--- config.mk ---
export PLATFORM = sky130hd
export DESIGN_NAME = icm_mask_gate
export DESIGN_NICKNAME = d
export VERILOG_FILES = /design/src/rtl/icm_pkg.sv /design/src/rtl/icm_flag_bank.sv /design/src/rtl/icm_axil_slave.sv /design/src/rtl/icm_mask_gate.sv
export SDC_FILE = /design/constraint.sdc
export NUM_CORES = 1
export LEC_CHECK = 0
export ABC_AREA = 1
export BUFFER_PORTS_ARGS = -buffer_cell sky130_fd_sc_hd__buf_2
export CORE_AREA = 2 2 110 112
export CTS_CLUSTER_SIZE = 20
export DETAILED_ROUTE_END_ITERATION = 12
export DIE_AREA = 0 0 112 114
export PLACE_DENSITY = 0.75
export SLEW_MARGIN = 15
export SYNTH_ARGS = -nofsm -noshare
export SYNTH_HDL_FRONTEND = slang
export SYNTH_SLANG_ARGS = --single-unit
--- constraint.sdc ---
create_clock -name REF_CLK -period 1.6 [get_ports REF_CLK]
set_input_delay 0.32 -clock REF_CLK [delete_from_list [all_inputs] [get_ports REF_CLK]]
set_output_delay 0.32 -clock REF_CLK [all_outputs]
set_load 0.01 [all_outputs]
--- src/rtl/icm_pkg.sv ---
// Package: register map, bit layout and types of the interrupt mask gate
package icm_pkg;
    // ****************************************************************
    // Bus and field widths
    // ****************************************************************
    localparam int AW = 8;
    localparam int DW = 32;
    localparam int THR_W = 10;
    // ****************************************************************
    // Register byte offsets
    // ****************************************************************
    localparam logic [AW-1:0] OFF_TX_THR = 8'h1C;
    localparam logic [AW-1:0] OFF_RX_THR = 8'h20;
    localparam logic [AW-1:0] OFF_MASK = 8'h2C;
    localparam logic [AW-1:0] OFF_RAW = 8'h30;
    localparam logic [AW-1:0] OFF_CLEAR = 8'h34;
    localparam logic [AW-1:0] OFF_MSTAT = 8'h38;
    // ****************************************************************
    // Source bit positions, shared by mask, raw, clear and masked status
    // ****************************************************************
    localparam int B_TXE = 0;
    localparam int B_TXL = 1;
    localparam int B_TXF = 2;
    localparam int B_TXO = 3;
    localparam int B_RXE = 4;
    localparam int B_RXH = 5;
    localparam int B_RXF = 6;
    localparam int B_SRR = 16;
    localparam int B_SRU = 17;
    localparam int B_SWR = 18;
    localparam int B_MDN = 19;
    localparam int B_SDN = 20;
    localparam int B_ARB = 24;
    localparam int B_BUS = 25;
    localparam int B_MNS = 28;
    // ****************************************************************
    // Reset values and field masks
    // ****************************************************************
    localparam logic [DW-1:0] MASK_VALID = 32'h131F_007F;
    localparam logic [DW-1:0] STICKY = 32'h131F_0008;
    localparam logic [DW-1:0] MASK_RST = 32'h0000_0000;
    localparam logic [6:0] LVL_RST = 7'h13;
    localparam logic [THR_W-1:0] THR_RST = 10'h000;
    localparam logic [THR_W-1:0] FIFO_DEPTH = 10'h010;
    localparam logic [1:0] RESP_OK = 2'h0;
    localparam logic [1:0] RESP_ERR = 2'h2;
    // ****************************************************************
    // Types
    // ****************************************************************
    typedef struct packed {
        logic slave_read_req;
        logic slave_read_underflow;
        logic slave_write_req;
        logic master_done;
        logic slave_done;
        logic arb_lost;
        logic bus_fault;
        logic master_done_nostop;
    } icm_evt_t;
    typedef struct packed {
        logic [AW-1:0] addr;
        logic [DW-1:0] data;
        logic [3:0] strb;
    } icm_wr_t;
    typedef enum logic {WS_IDLE = 1'b0, WS_RESP = 1'b1} icm_wst_t;
    // Byte-lane merge of write data into an old value
    function automatic logic [DW-1:0] icm_merge(input logic [DW-1:0] old,
        input logic [DW-1:0] d, input logic [3:0] s);
        logic [DW-1:0] r;
        r = old;
        for (int b = 0; b < 4; b++) begin
            if (s[b]) begin
                r[b*8 +: 8] = d[b*8 +: 8];
            end
        end
        return r;
    endfunction
endpackage

--- src/rtl/icm_flag_bank.sv ---
// Bank of sticky flags: set by hardware, cleared by software, set wins
`timescale 1ns/1ps
module icm_flag_bank #(
    parameter int N = 32
) (
    input wire logic clk,
    input wire logic rst_n,
    input wire logic ce,
    input wire logic [N-1:0] set,
    input wire logic [N-1:0] clr,
    output logic [N-1:0] q
);
    genvar i;
    for (i = 0; i < N; i++) begin : g_bit
        logic flag_r;
        logic flag_nxt;
        always_comb begin
            flag_nxt = set[i] | (flag_r & ~clr[i]);
        end
        always_ff @(posedge clk) begin
            if (!rst_n) begin
                flag_r <= 1'b0;
            end else if (ce) begin
                flag_r <= flag_nxt;
            end
        end
        assign q[i] = flag_r;
    end
endmodule

--- src/rtl/icm_axil_slave.sv ---
// AXI4-Lite slave front end: one write and one read at a time
`timescale 1ns/1ps
module icm_axil_slave
    import icm_pkg::*;
(
    input wire logic clk,
    input wire logic rst_n,
    input wire logic ce,
    input wire logic [AW-1:0] awaddr,
    input wire logic awvalid,
    output logic awready,
    input wire logic [DW-1:0] wdata,
    input wire logic [3:0] wstrb,
    input wire logic wvalid,
    output logic wready,
    output logic [1:0] bresp,
    output logic bvalid,
    input wire logic bready,
    input wire logic arvalid,
    output logic arready,
    output logic [DW-1:0] rdata,
    output logic [1:0] rresp,
    output logic rvalid,
    input wire logic rready,
    output icm_wr_t wr,
    output logic wr_en,
    input wire logic wr_err,
    input wire logic [DW-1:0] rd_data,
    input wire logic rd_err
);
    icm_wst_t ws_r, ws_nxt;
    logic aw_ok_r, aw_ok_nxt, w_ok_r, w_ok_nxt;
    icm_wr_t wr_r, wr_nxt;
    logic [1:0] bresp_r, bresp_nxt, rresp_r, rresp_nxt;
    logic rvalid_r, rvalid_nxt;
    logic [DW-1:0] rdata_r, rdata_nxt;

    always_comb begin
        ws_nxt = ws_r;
        aw_ok_nxt = aw_ok_r;
        w_ok_nxt = w_ok_r;
        wr_nxt = wr_r;
        bresp_nxt = bresp_r;
        rvalid_nxt = rvalid_r;
        rdata_nxt = rdata_r;
        rresp_nxt = rresp_r;
        awready = ce && (ws_r == WS_IDLE) && !aw_ok_r;
        wready = ce && (ws_r == WS_IDLE) && !w_ok_r;
        wr_en = ce && (ws_r == WS_IDLE) && aw_ok_r && w_ok_r;
        arready = ce && !rvalid_r;
        if (awvalid && awready) begin
            aw_ok_nxt = 1'b1;
            wr_nxt.addr = awaddr;
        end
        if (wvalid && wready) begin
            w_ok_nxt = 1'b1;
            wr_nxt.data = wdata;
            wr_nxt.strb = wstrb;
        end
        case (ws_r)
            WS_IDLE: begin
                if (wr_en) begin
                    ws_nxt = WS_RESP;
                    aw_ok_nxt = 1'b0;
                    w_ok_nxt = 1'b0;
                    bresp_nxt = wr_err ? RESP_ERR : RESP_OK;
                end
            end
            WS_RESP: begin
                if (bready) begin
                    ws_nxt = WS_IDLE;
                end
            end
            default: ws_nxt = WS_IDLE;
        endcase
        if (arvalid && arready) begin
            rvalid_nxt = 1'b1;
            rdata_nxt = rd_data;
            rresp_nxt = rd_err ? RESP_ERR : RESP_OK;
        end else if (rvalid_r && rready) begin
            rvalid_nxt = 1'b0;
        end
    end

    always_ff @(posedge clk) begin
        if (!rst_n) begin
            ws_r <= WS_IDLE;
            aw_ok_r <= 1'b0;
            w_ok_r <= 1'b0;
            wr_r <= '0;
            bresp_r <= RESP_OK;
            rvalid_r <= 1'b0;
            rdata_r <= '0;
            rresp_r <= RESP_OK;
        end else if (ce) begin
            ws_r <= ws_nxt;
            aw_ok_r <= aw_ok_nxt;
            w_ok_r <= w_ok_nxt;
            wr_r <= wr_nxt;
            bresp_r <= bresp_nxt;
            rvalid_r <= rvalid_nxt;
            rdata_r <= rdata_nxt;
            rresp_r <= rresp_nxt;
        end
    end

    assign bvalid = (ws_r == WS_RESP);
    assign bresp = bresp_r;
    assign rvalid = rvalid_r;
    assign rdata = rdata_r;
    assign rresp = rresp_r;
    assign wr = wr_r;
endmodule

--- src/rtl/icm_mask_gate.sv ---
// Top: interrupt mask gate of a two-wire bus controller, AXI4-Lite port
`timescale 1ns/1ps
// ********************************************************************
// Overview of operation
// - Mask bit 0 passes the transmit-empty flag to the request.
// - Mask bit 1 passes the transmit-nearly-empty flag.
// - Mask bit 2 passes the transmit-full flag.
// - Mask bit 3 passes the transmit-overrun flag.
// - Mask bit 4 passes the receive-empty flag.
// - Mask bit 5 passes the receive-nearly-full flag.
// - Mask bit 6 passes the receive-full flag.
// - Mask bit 16 passes the slave read request flag.
// - Mask bit 17 passes the slave read underflow flag.
// - Mask bit 18 passes the slave write request flag.
// - Mask bit 19 passes the master transaction done flag.
// - Mask bit 20 passes the slave transaction done flag.
// - Mask bit 24 passes the arbitration lost flag.
// - Mask bit 25 passes the bus fault flag.
// - Mask bit 28 passes the master done without stop flag.
// - Transmit-empty flag is one while the FIFO is empty; resets to one.
// - Receive-nearly-full flag is one while count reaches the threshold.
// - Overrun flag sets on write to full FIFO; only clear register clears.
// ********************************************************************
module icm_mask_gate
    import icm_pkg::*;
(
    input wire logic REF_CLK,
    input wire logic RESET_N,
    input wire logic CE,
    input wire logic [AW-1:0] S_AXI_AWADDR,
    input wire logic S_AXI_AWVALID,
    output logic S_AXI_AWREADY,
    input wire logic [DW-1:0] S_AXI_WDATA,
    input wire logic [3:0] S_AXI_WSTRB,
    input wire logic S_AXI_WVALID,
    output logic S_AXI_WREADY,
    output logic [1:0] S_AXI_BRESP,
    output logic S_AXI_BVALID,
    input wire logic S_AXI_BREADY,
    input wire logic [AW-1:0] S_AXI_ARADDR,
    input wire logic S_AXI_ARVALID,
    output logic S_AXI_ARREADY,
    output logic [DW-1:0] S_AXI_RDATA,
    output logic [1:0] S_AXI_RRESP,
    output logic S_AXI_RVALID,
    input wire logic S_AXI_RREADY,
    input wire logic [THR_W-1:0] TX_COUNT,
    input wire logic [THR_W-1:0] RX_COUNT,
    input wire logic TX_WRITE,
    input wire icm_evt_t EVENTS,
    output logic [THR_W-1:0] TX_THRESHOLD,
    output logic [THR_W-1:0] RX_THRESHOLD,
    output logic IRQ
);
    // ****************************************************************
    // Declarations
    // ****************************************************************
    icm_wr_t wr;
    logic wr_en, wr_err, rd_err;
    logic [DW-1:0] rd_data;
    logic [DW-1:0] mask_r, mask_nxt;
    logic [THR_W-1:0] tx_thr_r, tx_thr_nxt, rx_thr_r, rx_thr_nxt;
    logic [6:0] lvl_r, lvl_nxt;
    logic irq_r, irq_nxt;
    logic [DW-1:0] set_vec, clr_vec, sticky_q;
    logic [DW-1:0] raw_status, masked;
    logic tx_empty_flag, tx_low_level_flag, tx_full_flag;
    logic tx_overrun_flag, rx_empty_flag, rx_high_level_flag;
    logic rx_full_flag, slave_read_req_flag, slave_read_underflow_flag;
    logic slave_write_req_flag, master_done_flag, slave_done_flag;
    logic arb_lost_flag, bus_fault_flag, master_done_nostop_flag;
    logic tx_empty_enable, tx_low_level_enable, tx_full_enable;
    logic tx_overrun_enable, rx_empty_enable, rx_high_level_enable;
    logic rx_full_enable, slave_read_req_enable;
    logic slave_read_underflow_enable, slave_write_req_enable;
    logic master_done_enable, slave_done_enable, arb_lost_enable;
    logic bus_fault_enable, master_done_nostop_enable;

    // ****************************************************************
    // Register port
    // ****************************************************************
    icm_axil_slave u_bus (
        .clk(REF_CLK),
        .rst_n(RESET_N),
        .ce(CE),
        .awaddr(S_AXI_AWADDR),
        .awvalid(S_AXI_AWVALID),
        .awready(S_AXI_AWREADY),
        .wdata(S_AXI_WDATA),
        .wstrb(S_AXI_WSTRB),
        .wvalid(S_AXI_WVALID),
        .wready(S_AXI_WREADY),
        .bresp(S_AXI_BRESP),
        .bvalid(S_AXI_BVALID),
        .bready(S_AXI_BREADY),
        .arvalid(S_AXI_ARVALID),
        .arready(S_AXI_ARREADY),
        .rdata(S_AXI_RDATA),
        .rresp(S_AXI_RRESP),
        .rvalid(S_AXI_RVALID),
        .rready(S_AXI_RREADY),
        .wr(wr),
        .wr_en(wr_en),
        .wr_err(wr_err),
        .rd_data(rd_data),
        .rd_err(rd_err)
    );

    // ****************************************************************
    // Write decode and control registers
    // ****************************************************************
    always_comb begin
        mask_nxt = mask_r;
        tx_thr_nxt = tx_thr_r;
        rx_thr_nxt = rx_thr_r;
        clr_vec = '0;
        wr_err = 1'b0;
        if (wr.addr == OFF_MASK) begin
            if (wr_en) begin
                mask_nxt = icm_merge(mask_r, wr.data, wr.strb) & MASK_VALID;
            end
        end else if (wr.addr == OFF_TX_THR) begin
            if (wr_en) begin
                tx_thr_nxt = THR_W'(icm_merge(DW'(tx_thr_r), wr.data,
                    wr.strb));
            end
        end else if (wr.addr == OFF_RX_THR) begin
            if (wr_en) begin
                rx_thr_nxt = THR_W'(icm_merge(DW'(rx_thr_r), wr.data,
                    wr.strb));
            end
        end else if (wr.addr == OFF_CLEAR) begin
            // clear register reaches sticky flags only
            if (wr_en) begin
                clr_vec = icm_merge('0, wr.data, wr.strb) & STICKY;
            end
        end else if (wr.addr == OFF_RAW || wr.addr == OFF_MSTAT) begin
            wr_err = 1'b0;
        end else begin
            wr_err = 1'b1;
        end
    end

    // ****************************************************************
    // Read decode
    // ****************************************************************
    always_comb begin
        rd_data = '0;
        rd_err = 1'b0;
        if (S_AXI_ARADDR == OFF_MASK) begin
            rd_data = mask_r;
        end else if (S_AXI_ARADDR == OFF_TX_THR) begin
            rd_data = DW'(tx_thr_r);
        end else if (S_AXI_ARADDR == OFF_RX_THR) begin
            rd_data = DW'(rx_thr_r);
        end else if (S_AXI_ARADDR == OFF_RAW) begin
            rd_data = raw_status;
        end else if (S_AXI_ARADDR == OFF_MSTAT) begin
            rd_data = masked;
        end else if (S_AXI_ARADDR == OFF_CLEAR) begin
            rd_data = '0;
        end else begin
            rd_err = 1'b1;
        end
    end

    // ****************************************************************
    // FIFO level flags
    // ****************************************************************
    always_comb begin
        lvl_nxt = lvl_r;
        lvl_nxt[B_TXE] = (TX_COUNT == '0);
        lvl_nxt[B_TXL] = (TX_COUNT <= tx_thr_r);
        lvl_nxt[B_TXF] = (TX_COUNT == FIFO_DEPTH);
        lvl_nxt[B_TXO] = 1'b0;
        lvl_nxt[B_RXE] = (RX_COUNT == '0);
        // nearly full at or above threshold
        lvl_nxt[B_RXH] = (RX_COUNT >= rx_thr_r);
        lvl_nxt[B_RXF] = (RX_COUNT == FIFO_DEPTH);
    end

    // ****************************************************************
    // Sticky event flags
    // ****************************************************************
    always_comb begin
        set_vec = '0;
        // overrun on write into a full FIFO
        set_vec[B_TXO] = TX_WRITE && tx_full_flag;
        set_vec[B_SRR] = EVENTS.slave_read_req;
        set_vec[B_SRU] = EVENTS.slave_read_underflow;
        set_vec[B_SWR] = EVENTS.slave_write_req;
        set_vec[B_MDN] = EVENTS.master_done;
        set_vec[B_SDN] = EVENTS.slave_done;
        set_vec[B_ARB] = EVENTS.arb_lost;
        set_vec[B_BUS] = EVENTS.bus_fault;
        set_vec[B_MNS] = EVENTS.master_done_nostop;
    end

    icm_flag_bank #(.N(DW)) u_flags (
        .clk(REF_CLK),
        .rst_n(RESET_N),
        .ce(CE),
        .set(set_vec),
        .clr(clr_vec),
        .q(sticky_q)
    );

    assign tx_empty_flag = lvl_r[B_TXE];
    assign tx_low_level_flag = lvl_r[B_TXL];
    assign tx_full_flag = lvl_r[B_TXF];
    assign tx_overrun_flag = sticky_q[B_TXO];
    assign rx_empty_flag = lvl_r[B_RXE];
    assign rx_high_level_flag = lvl_r[B_RXH];
    assign rx_full_flag = lvl_r[B_RXF];
    assign slave_read_req_flag = sticky_q[B_SRR];
    assign slave_read_underflow_flag = sticky_q[B_SRU];
    assign slave_write_req_flag = sticky_q[B_SWR];
    assign master_done_flag = sticky_q[B_MDN];
    assign slave_done_flag = sticky_q[B_SDN];
    assign arb_lost_flag = sticky_q[B_ARB];
    assign bus_fault_flag = sticky_q[B_BUS];
    assign master_done_nostop_flag = sticky_q[B_MNS];

    always_comb begin
        raw_status = '0;
        raw_status[6:0] = lvl_r;
        raw_status = raw_status | (sticky_q & STICKY);
    end

    // ****************************************************************
    // Enable fields
    // ****************************************************************
    // transmit empty enable
    assign tx_empty_enable = mask_r[B_TXE];
    assign tx_low_level_enable = mask_r[B_TXL];
    assign tx_full_enable = mask_r[B_TXF];
    assign tx_overrun_enable = mask_r[B_TXO];
    assign rx_empty_enable = mask_r[B_RXE];
    assign rx_high_level_enable = mask_r[B_RXH];
    assign rx_full_enable = mask_r[B_RXF];
    assign slave_read_req_enable = mask_r[B_SRR];
    assign slave_read_underflow_enable = mask_r[B_SRU];
    assign slave_write_req_enable = mask_r[B_SWR];
    assign master_done_enable = mask_r[B_MDN];
    assign slave_done_enable = mask_r[B_SDN];
    assign arb_lost_enable = mask_r[B_ARB];
    assign bus_fault_enable = mask_r[B_BUS];
    assign master_done_nostop_enable = mask_r[B_MNS];

    // ****************************************************************
    // Gating and request
    // ****************************************************************
    always_comb begin
        masked = '0;
        masked[B_TXE] = tx_empty_flag & tx_empty_enable;
        masked[B_TXL] = tx_low_level_flag & tx_low_level_enable;
        masked[B_TXF] = tx_full_flag & tx_full_enable;
        masked[B_TXO] = tx_overrun_flag & tx_overrun_enable;
        masked[B_RXE] = rx_empty_flag & rx_empty_enable;
        masked[B_RXH] = rx_high_level_flag & rx_high_level_enable;
        masked[B_RXF] = rx_full_flag & rx_full_enable;
        masked[B_SRR] = slave_read_req_flag & slave_read_req_enable;
        masked[B_SRU] = slave_read_underflow_flag &
            slave_read_underflow_enable;
        masked[B_SWR] = slave_write_req_flag & slave_write_req_enable;
        masked[B_MDN] = master_done_flag & master_done_enable;
        masked[B_SDN] = slave_done_flag & slave_done_enable;
        masked[B_ARB] = arb_lost_flag & arb_lost_enable;
        masked[B_BUS] = bus_fault_flag & bus_fault_enable;
        masked[B_MNS] = master_done_nostop_flag & master_done_nostop_enable;
        irq_nxt = |masked;
    end

    always_ff @(posedge REF_CLK) begin
        if (!RESET_N) begin
            mask_r <= MASK_RST;
            tx_thr_r <= THR_RST;
            rx_thr_r <= THR_RST;
            lvl_r <= LVL_RST;
            irq_r <= 1'b0;
        end else if (CE) begin
            mask_r <= mask_nxt;
            tx_thr_r <= tx_thr_nxt;
            rx_thr_r <= rx_thr_nxt;
            lvl_r <= lvl_nxt;
            irq_r <= irq_nxt;
        end
    end

    assign IRQ = irq_r;
    assign TX_THRESHOLD = tx_thr_r;
    assign RX_THRESHOLD = rx_thr_r;

    // ****************************************************************
    // Assertions
    // ****************************************************************
    a_tx_empty_gate: assert property (@(posedge REF_CLK)
        disable iff (!RESET_N)
        CE && tx_empty_flag && tx_empty_enable |=> IRQ)
        else $error("Enabled transmit-empty flag did not raise request");
    a_overrun_gate: assert property (@(posedge REF_CLK)
        disable iff (!RESET_N)
        CE && tx_overrun_flag && mask_r[B_TXO] |=> IRQ)
        else $error("Enabled overrun flag did not raise request");
    a_slave_read_gate: assert property (@(posedge REF_CLK)
        disable iff (!RESET_N)
        CE && EVENTS.slave_read_req ##1 CE && slave_read_req_enable
        |=> IRQ)
        else $error("Enabled slave read request did not reach request");
    a_arb_lost_gate: assert property (@(posedge REF_CLK)
        disable iff (!RESET_N)
        CE && arb_lost_flag && !arb_lost_enable
        && (raw_status & mask_r) == '0 |=> !IRQ)
        else $error("Disabled arbitration lost flag raised request");
    a_nostop_gate: assert property (@(posedge REF_CLK)
        disable iff (!RESET_N)
        CE && master_done_nostop_flag && mask_r[B_MNS] |=> IRQ)
        else $error("Enabled no-stop done flag did not raise request");
    a_tx_empty_level: assert property (@(posedge REF_CLK)
        disable iff (!RESET_N)
        CE |=> tx_empty_flag == ($past(TX_COUNT) == '0))
        else $error("Transmit empty flag does not follow FIFO count");
    a_rx_high_level: assert property (@(posedge REF_CLK)
        disable iff (!RESET_N)
        CE |=> rx_high_level_flag == ($past(RX_COUNT) >= $past(rx_thr_r)))
        else $error("Receive nearly full flag does not follow threshold");
    a_overrun_hold: assert property (@(posedge REF_CLK)
        disable iff (!RESET_N)
        CE && tx_overrun_flag && !(wr_en && wr.addr == OFF_CLEAR)
        |=> tx_overrun_flag)
        else $error("Overrun flag dropped without a clear write");
    a_irq_or_gate: assert property (@(posedge REF_CLK)
        disable iff (!RESET_N)
        CE |=> IRQ == |($past(raw_status) & $past(mask_r)))
        else $error("Request differs from OR of gated flags");
    a_mask_reserved: assert property (@(posedge REF_CLK)
        disable iff (!RESET_N)
        (mask_r & ~MASK_VALID) == '0)
        else $error("Reserved mask bit became set");
endmodule

==> key figures <==
STA
  – Final period util: a little over nine tenths
  – Final clock skew: 0.00827 ns
  – Number of endpoints failing setup at the final stage: 0
  – Tmin final: 1.52 ns
  – Unrepaired setup endpoints after global routing: yes
  – Worst hold slack across all endpoints: 0.215 ns
  – Final worst slack: approximately 0.075 ns
  – Timing-limited maximum frequency: 656 MHz
  – Count of final max-slew check failures: 0
  – Final Hold Violating Endpoints: 0

Yosys
  – EDFF count, synth: 0
  – Post-Synthesis Cell Area: about 0.0053 mm2
  – Post-Syn Instances: 747
  – Cell with the most instances after synthesis: sky130_fd_sc_hd__nand2_1
  – Number of distinct standard cells referenced by the synthesized netlist: 36
  – Largest area contributor in the synthesized netlist: sky130_fd_sc_hd__dfxtp_1
  – Sequential-to-total area share from yosys stat: 39.7%
  – Proportion of netlist area held by the largest area contributor: between 30% and 40%
  – Avg Synthesized Cell Area: around 7.1 um2
  – Post-synthesis register bit count: between 100 and 150
  – Area contributors post-synth: sky130_fd_sc_hd__dfxtp_1, sky130_fd_sc_hd__nand2_1, sky130_fd_sc_hd__nor2_1
  – Dominant register cell in the synthesized netlist: sky130_fd_sc_hd__dfxtp_1
  – Synth top cells by count: sky130_fd_sc_hd__nand2_1, sky130_fd_sc_hd__nor2_1, sky130_fd_sc_hd__dfxtp_1, sky130_fd_sc_hd__o21ai_0, sky130_fd_sc_hd__a21oi_1
  – Yosys warning total: 0
  – Asr flop ratio synth: 0%

CTS
  – Post-CTS Setup Repair Bufs: 0
  – Clock tree from TritonCTS: done
  – Root Buffer Master: sky130_fd_sc_hd__clkbuf_16
  – Clock buffer depth: 2
  – CTS clock-pin slew for the worst setup and hold paths: 0.07 ns
  – Clock sink total: 105
  – Level count of the clock H-tree: 3
  – CTS Buf Count: 9
  – Clk Latency, worst-skew pair: 0.35 ns
  – Number of buffers inserted for hold repair after clock tree synthesis: 0
  – Number of cells upsized or downsized after cts: 0

Cells and area
  – Fill cell instance count of the final layout: ~1200
  – Layout net count: 991
  – Area Overhead vs Synth: 22.8%
  – Fraction of final layout cells with drive strength greater than 1: 22.1%
  – Filler-free cell count of the finished design: between 1000 and 1500
  – Antenna Diode Count: 0
  – Final Instance Area: roughly 0.0065 mm2
  – Area occupied by registers: between 0.002 and 0.0025 mm2
  – Multi-input gate area in the final layout: roughly 0.0028 mm2

Critical path
  – R2R depth: 8
  – CP max FO: 15
  – CP Capture Type: flop
  – Endpoint of the worst register-to-register path: TX_THRESHOLD[7]
  – Data required time at the worst endpoint: 1.84 ns
  – Critical path arrival: 1.76 ns
  – R2R Setup Slk: ~0.075 ns
  – Startpoint class of the critical path: flop
  – Startpoint of the most critical register-to-register path: u_bus.wr[36]
  – Startpoint-to-endpoint class of the critical path: flop to flop

Worst hold path
  – Type of the worst min-delay path: primary input to flop
  – Worst hold path startpoint: S_AXI_AWADDR[0]
  – WHS Path Cells: 3
  – Worst hold path endpoint: u_bus.wr[36]

Routing
  – Number of design-rule violations left by the first detailed-router iteration: between 300 and 400
  – Iteration count of the initial detailed-routing pass: 5
  – Avg WL per Cell: around 14 um
  – Ratio of routed vias to standard cells: 5.16
  – Total wire length after detailed routing: 14400 um
  – Antenna Violating Nets Remaining: 0
  – Vias after detailed routing: about 5300
  – DRC violation count after routing: 0

Floorplan
  – Die outline area: roughly 0.013 mm2
  – Die extent in x: ~110 um
  – Number of placed I/O pins: roughly 150
  – Vertical die dimension: around 110 um
  – Starting utilization of the core area: between 40 and 50%
  – Number of standard-cell rows in the floorplan: 40
  – Core region area: between 0.01 and 0.015 mm2

Run
  – Max-cap violations: 0

Global routing
  – Remaining global-route overflow: 0
  – Overall global routing resource usage: a little under a quarter
  – Largest net degree at the start of global routing: 41
  – Wire length of the first global-routing pass: between 20000 and 25000 um
  – Initial antenna violation count: 0
  – Number of global-route vias before repair: around 4800

Placed design
  – Detail Placement HPWL: roughly 11000 um
  – Setup slack at placement: -0.00605 ns
  – Number of cells in the design after placement: slightly above 1000
  – Count of port buffers added during placement: 120
  – Placer Congestion: just under 1
  – Standard cell area after detailed placement: approximately 0.006 mm2

Power and ir drop
  – Worst ir drop on vdd: 0.429 mV
  – Leakage component of the power: slightly below 3 nW
  – Power per standard cell area: around 870 mW/mm2
  – Total power of the final layout: 0.00568 W

Run status
  – Outcome: complete, no violations
-- how the worst max path moves through the flow --
stage | from | to | slack, ns | cells after the start
floorplan | CE | u_bus.wr[22] | 0.07 | 9
CTS | u_bus.wr[36] | mask_r[28] | 0.002 | 8
finish | u_bus.wr[36] | TX_THRESHOLD[7] | 0.08 | 8
global route | u_bus.wr[36] | mask_r[2] | -0.02 | 8
detailed placement | CE | mask_r[28] | -0.006 | 10
global placement | CE | mask_r[28] | 0.05 | 10
-- layout by cell type, fill, tap and decap left out, types with 2 or more instances in the layout --
master and n:
sky130_fd_sc_hd__a41oi_1 6, sky130_fd_sc_hd__nor4_1 3, sky130_fd_sc_hd__nor2_2 4, sky130_fd_sc_hd__inv_1 60, sky130_fd_sc_hd__nor2_1 110, sky130_fd_sc_hd__nand3b_1 14, sky130_fd_sc_hd__buf_4 31, sky130_fd_sc_hd__clkinv_2 3
sky130_fd_sc_hd__nor3_1 7, sky130_fd_sc_hd__or2_2 2, sky130_fd_sc_hd__o21ai_1 4, sky130_fd_sc_hd__nor2_8 2, sky130_fd_sc_hd__ha_1 20, sky130_fd_sc_hd__a21oi_1 68, sky130_fd_sc_hd__o211ai_1 2, sky130_fd_sc_hd__clkbuf_16 9
sky130_fd_sc_hd__nand2_1 138, sky130_fd_sc_hd__buf_12 3, sky130_fd_sc_hd__o21ai_0 76, sky130_fd_sc_hd__buf_2 120, sky130_fd_sc_hd__nand3_1 42, sky130_fd_sc_hd__inv_2 4, sky130_fd_sc_hd__a21oi_2 2, sky130_fd_sc_hd__nand3_4 2
sky130_fd_sc_hd__o22ai_1 3, sky130_fd_sc_hd__nor2_4 4, sky130_fd_sc_hd__o21a_1 9, sky130_fd_sc_hd__dfxtp_1 104, sky130_fd_sc_hd__inv_6 2, sky130_fd_sc_hd__nand4_1 8, sky130_fd_sc_hd__conb_1 16
-- registers in the layout (all words and copies together), names as in the netlist, 6 cells and up --
register / flops
u_bus.wr: 30
u_bus.rdata: 18
mask_r: 15
RX_THRESHOLD: 10
TX_THRESHOLD: 10
u_flags.g_bit.flag_r: 9
lvl_r: 6
-- cell type report --
cell class	instances	share of cell area [%]
clock buffers	10	3.68
repair buffers	154	13.7
inverters	66	3.87
multi-input cells	546	42.5
clock inverters	6	1.00
well taps	147	2.83
flip-flops and latches	105	32.4
-- worst max-delay path, cell delays in order (launching register included) --
cell	delay (ns)
sky130_fd_sc_hd__dfxtp_1	0.34
sky130_fd_sc_hd__nor2_4	0.14
sky130_fd_sc_hd__nand3_1	0.12
sky130_fd_sc_hd__buf_4	0.15
sky130_fd_sc_hd__nor3_1	0.13
sky130_fd_sc_hd__buf_4	0.17
sky130_fd_sc_hd__nand2_4	0.10
sky130_fd_sc_hd__o21ai_0	0.20
sky130_fd_sc_hd__a21oi_1	0.07
-- kinds of logic (layout without fill, tap and decap cells) --
logic type / count (synthesis) / after routing / synth area share [%]
and+or+nand+nor: 339 / 339 / 28.5
AOI/OAI and AO/OA: 171 / 171 / 17.4
buffers and inverters: 111 / 236 / 9.57
DFF: 105 / 105 / 39.7
adders and majority gates: 20 / 20 / 4.73
other: 1 / 16 / 0.0709
-- power by group --
part | switching, W | leakage, nW | internal (W) | total [W]
sequential | 0.0000868 | 0.858 | 0.00272 | 0.00281
clock | 0.000994 | 0.149 | 0.00126 | 0.00226
combinational | 0.000367 | 1.90 | 0.000250 | 0.000617
-- per-layer routing --
layer	vias to the layer above	track usage, %	share of wire [%]
met5	-	0	0
met2	190	37.8	46
met1	2403	30.1	45
met3	26	3.08	6.3
met4	0	8.78	2.3
li1	2715	-	-
-- metrics by stage --
| stage | utilization, % | setup TNS (ns) |
|---|---|---|
| 5_1_grt | 55.5 | -0.0308 |
| 4_1_cts | 55.3 | 0 |
| 3_5_place_dp | 52.7 | -0.00813 |
| 2_1_floorplan | - | 0 |
| 3_3_place_gp | 52.7 | 0 |
| 6_report | 55.5 | 0 |
No activity file was read; power rests on OpenSTA's default activity.
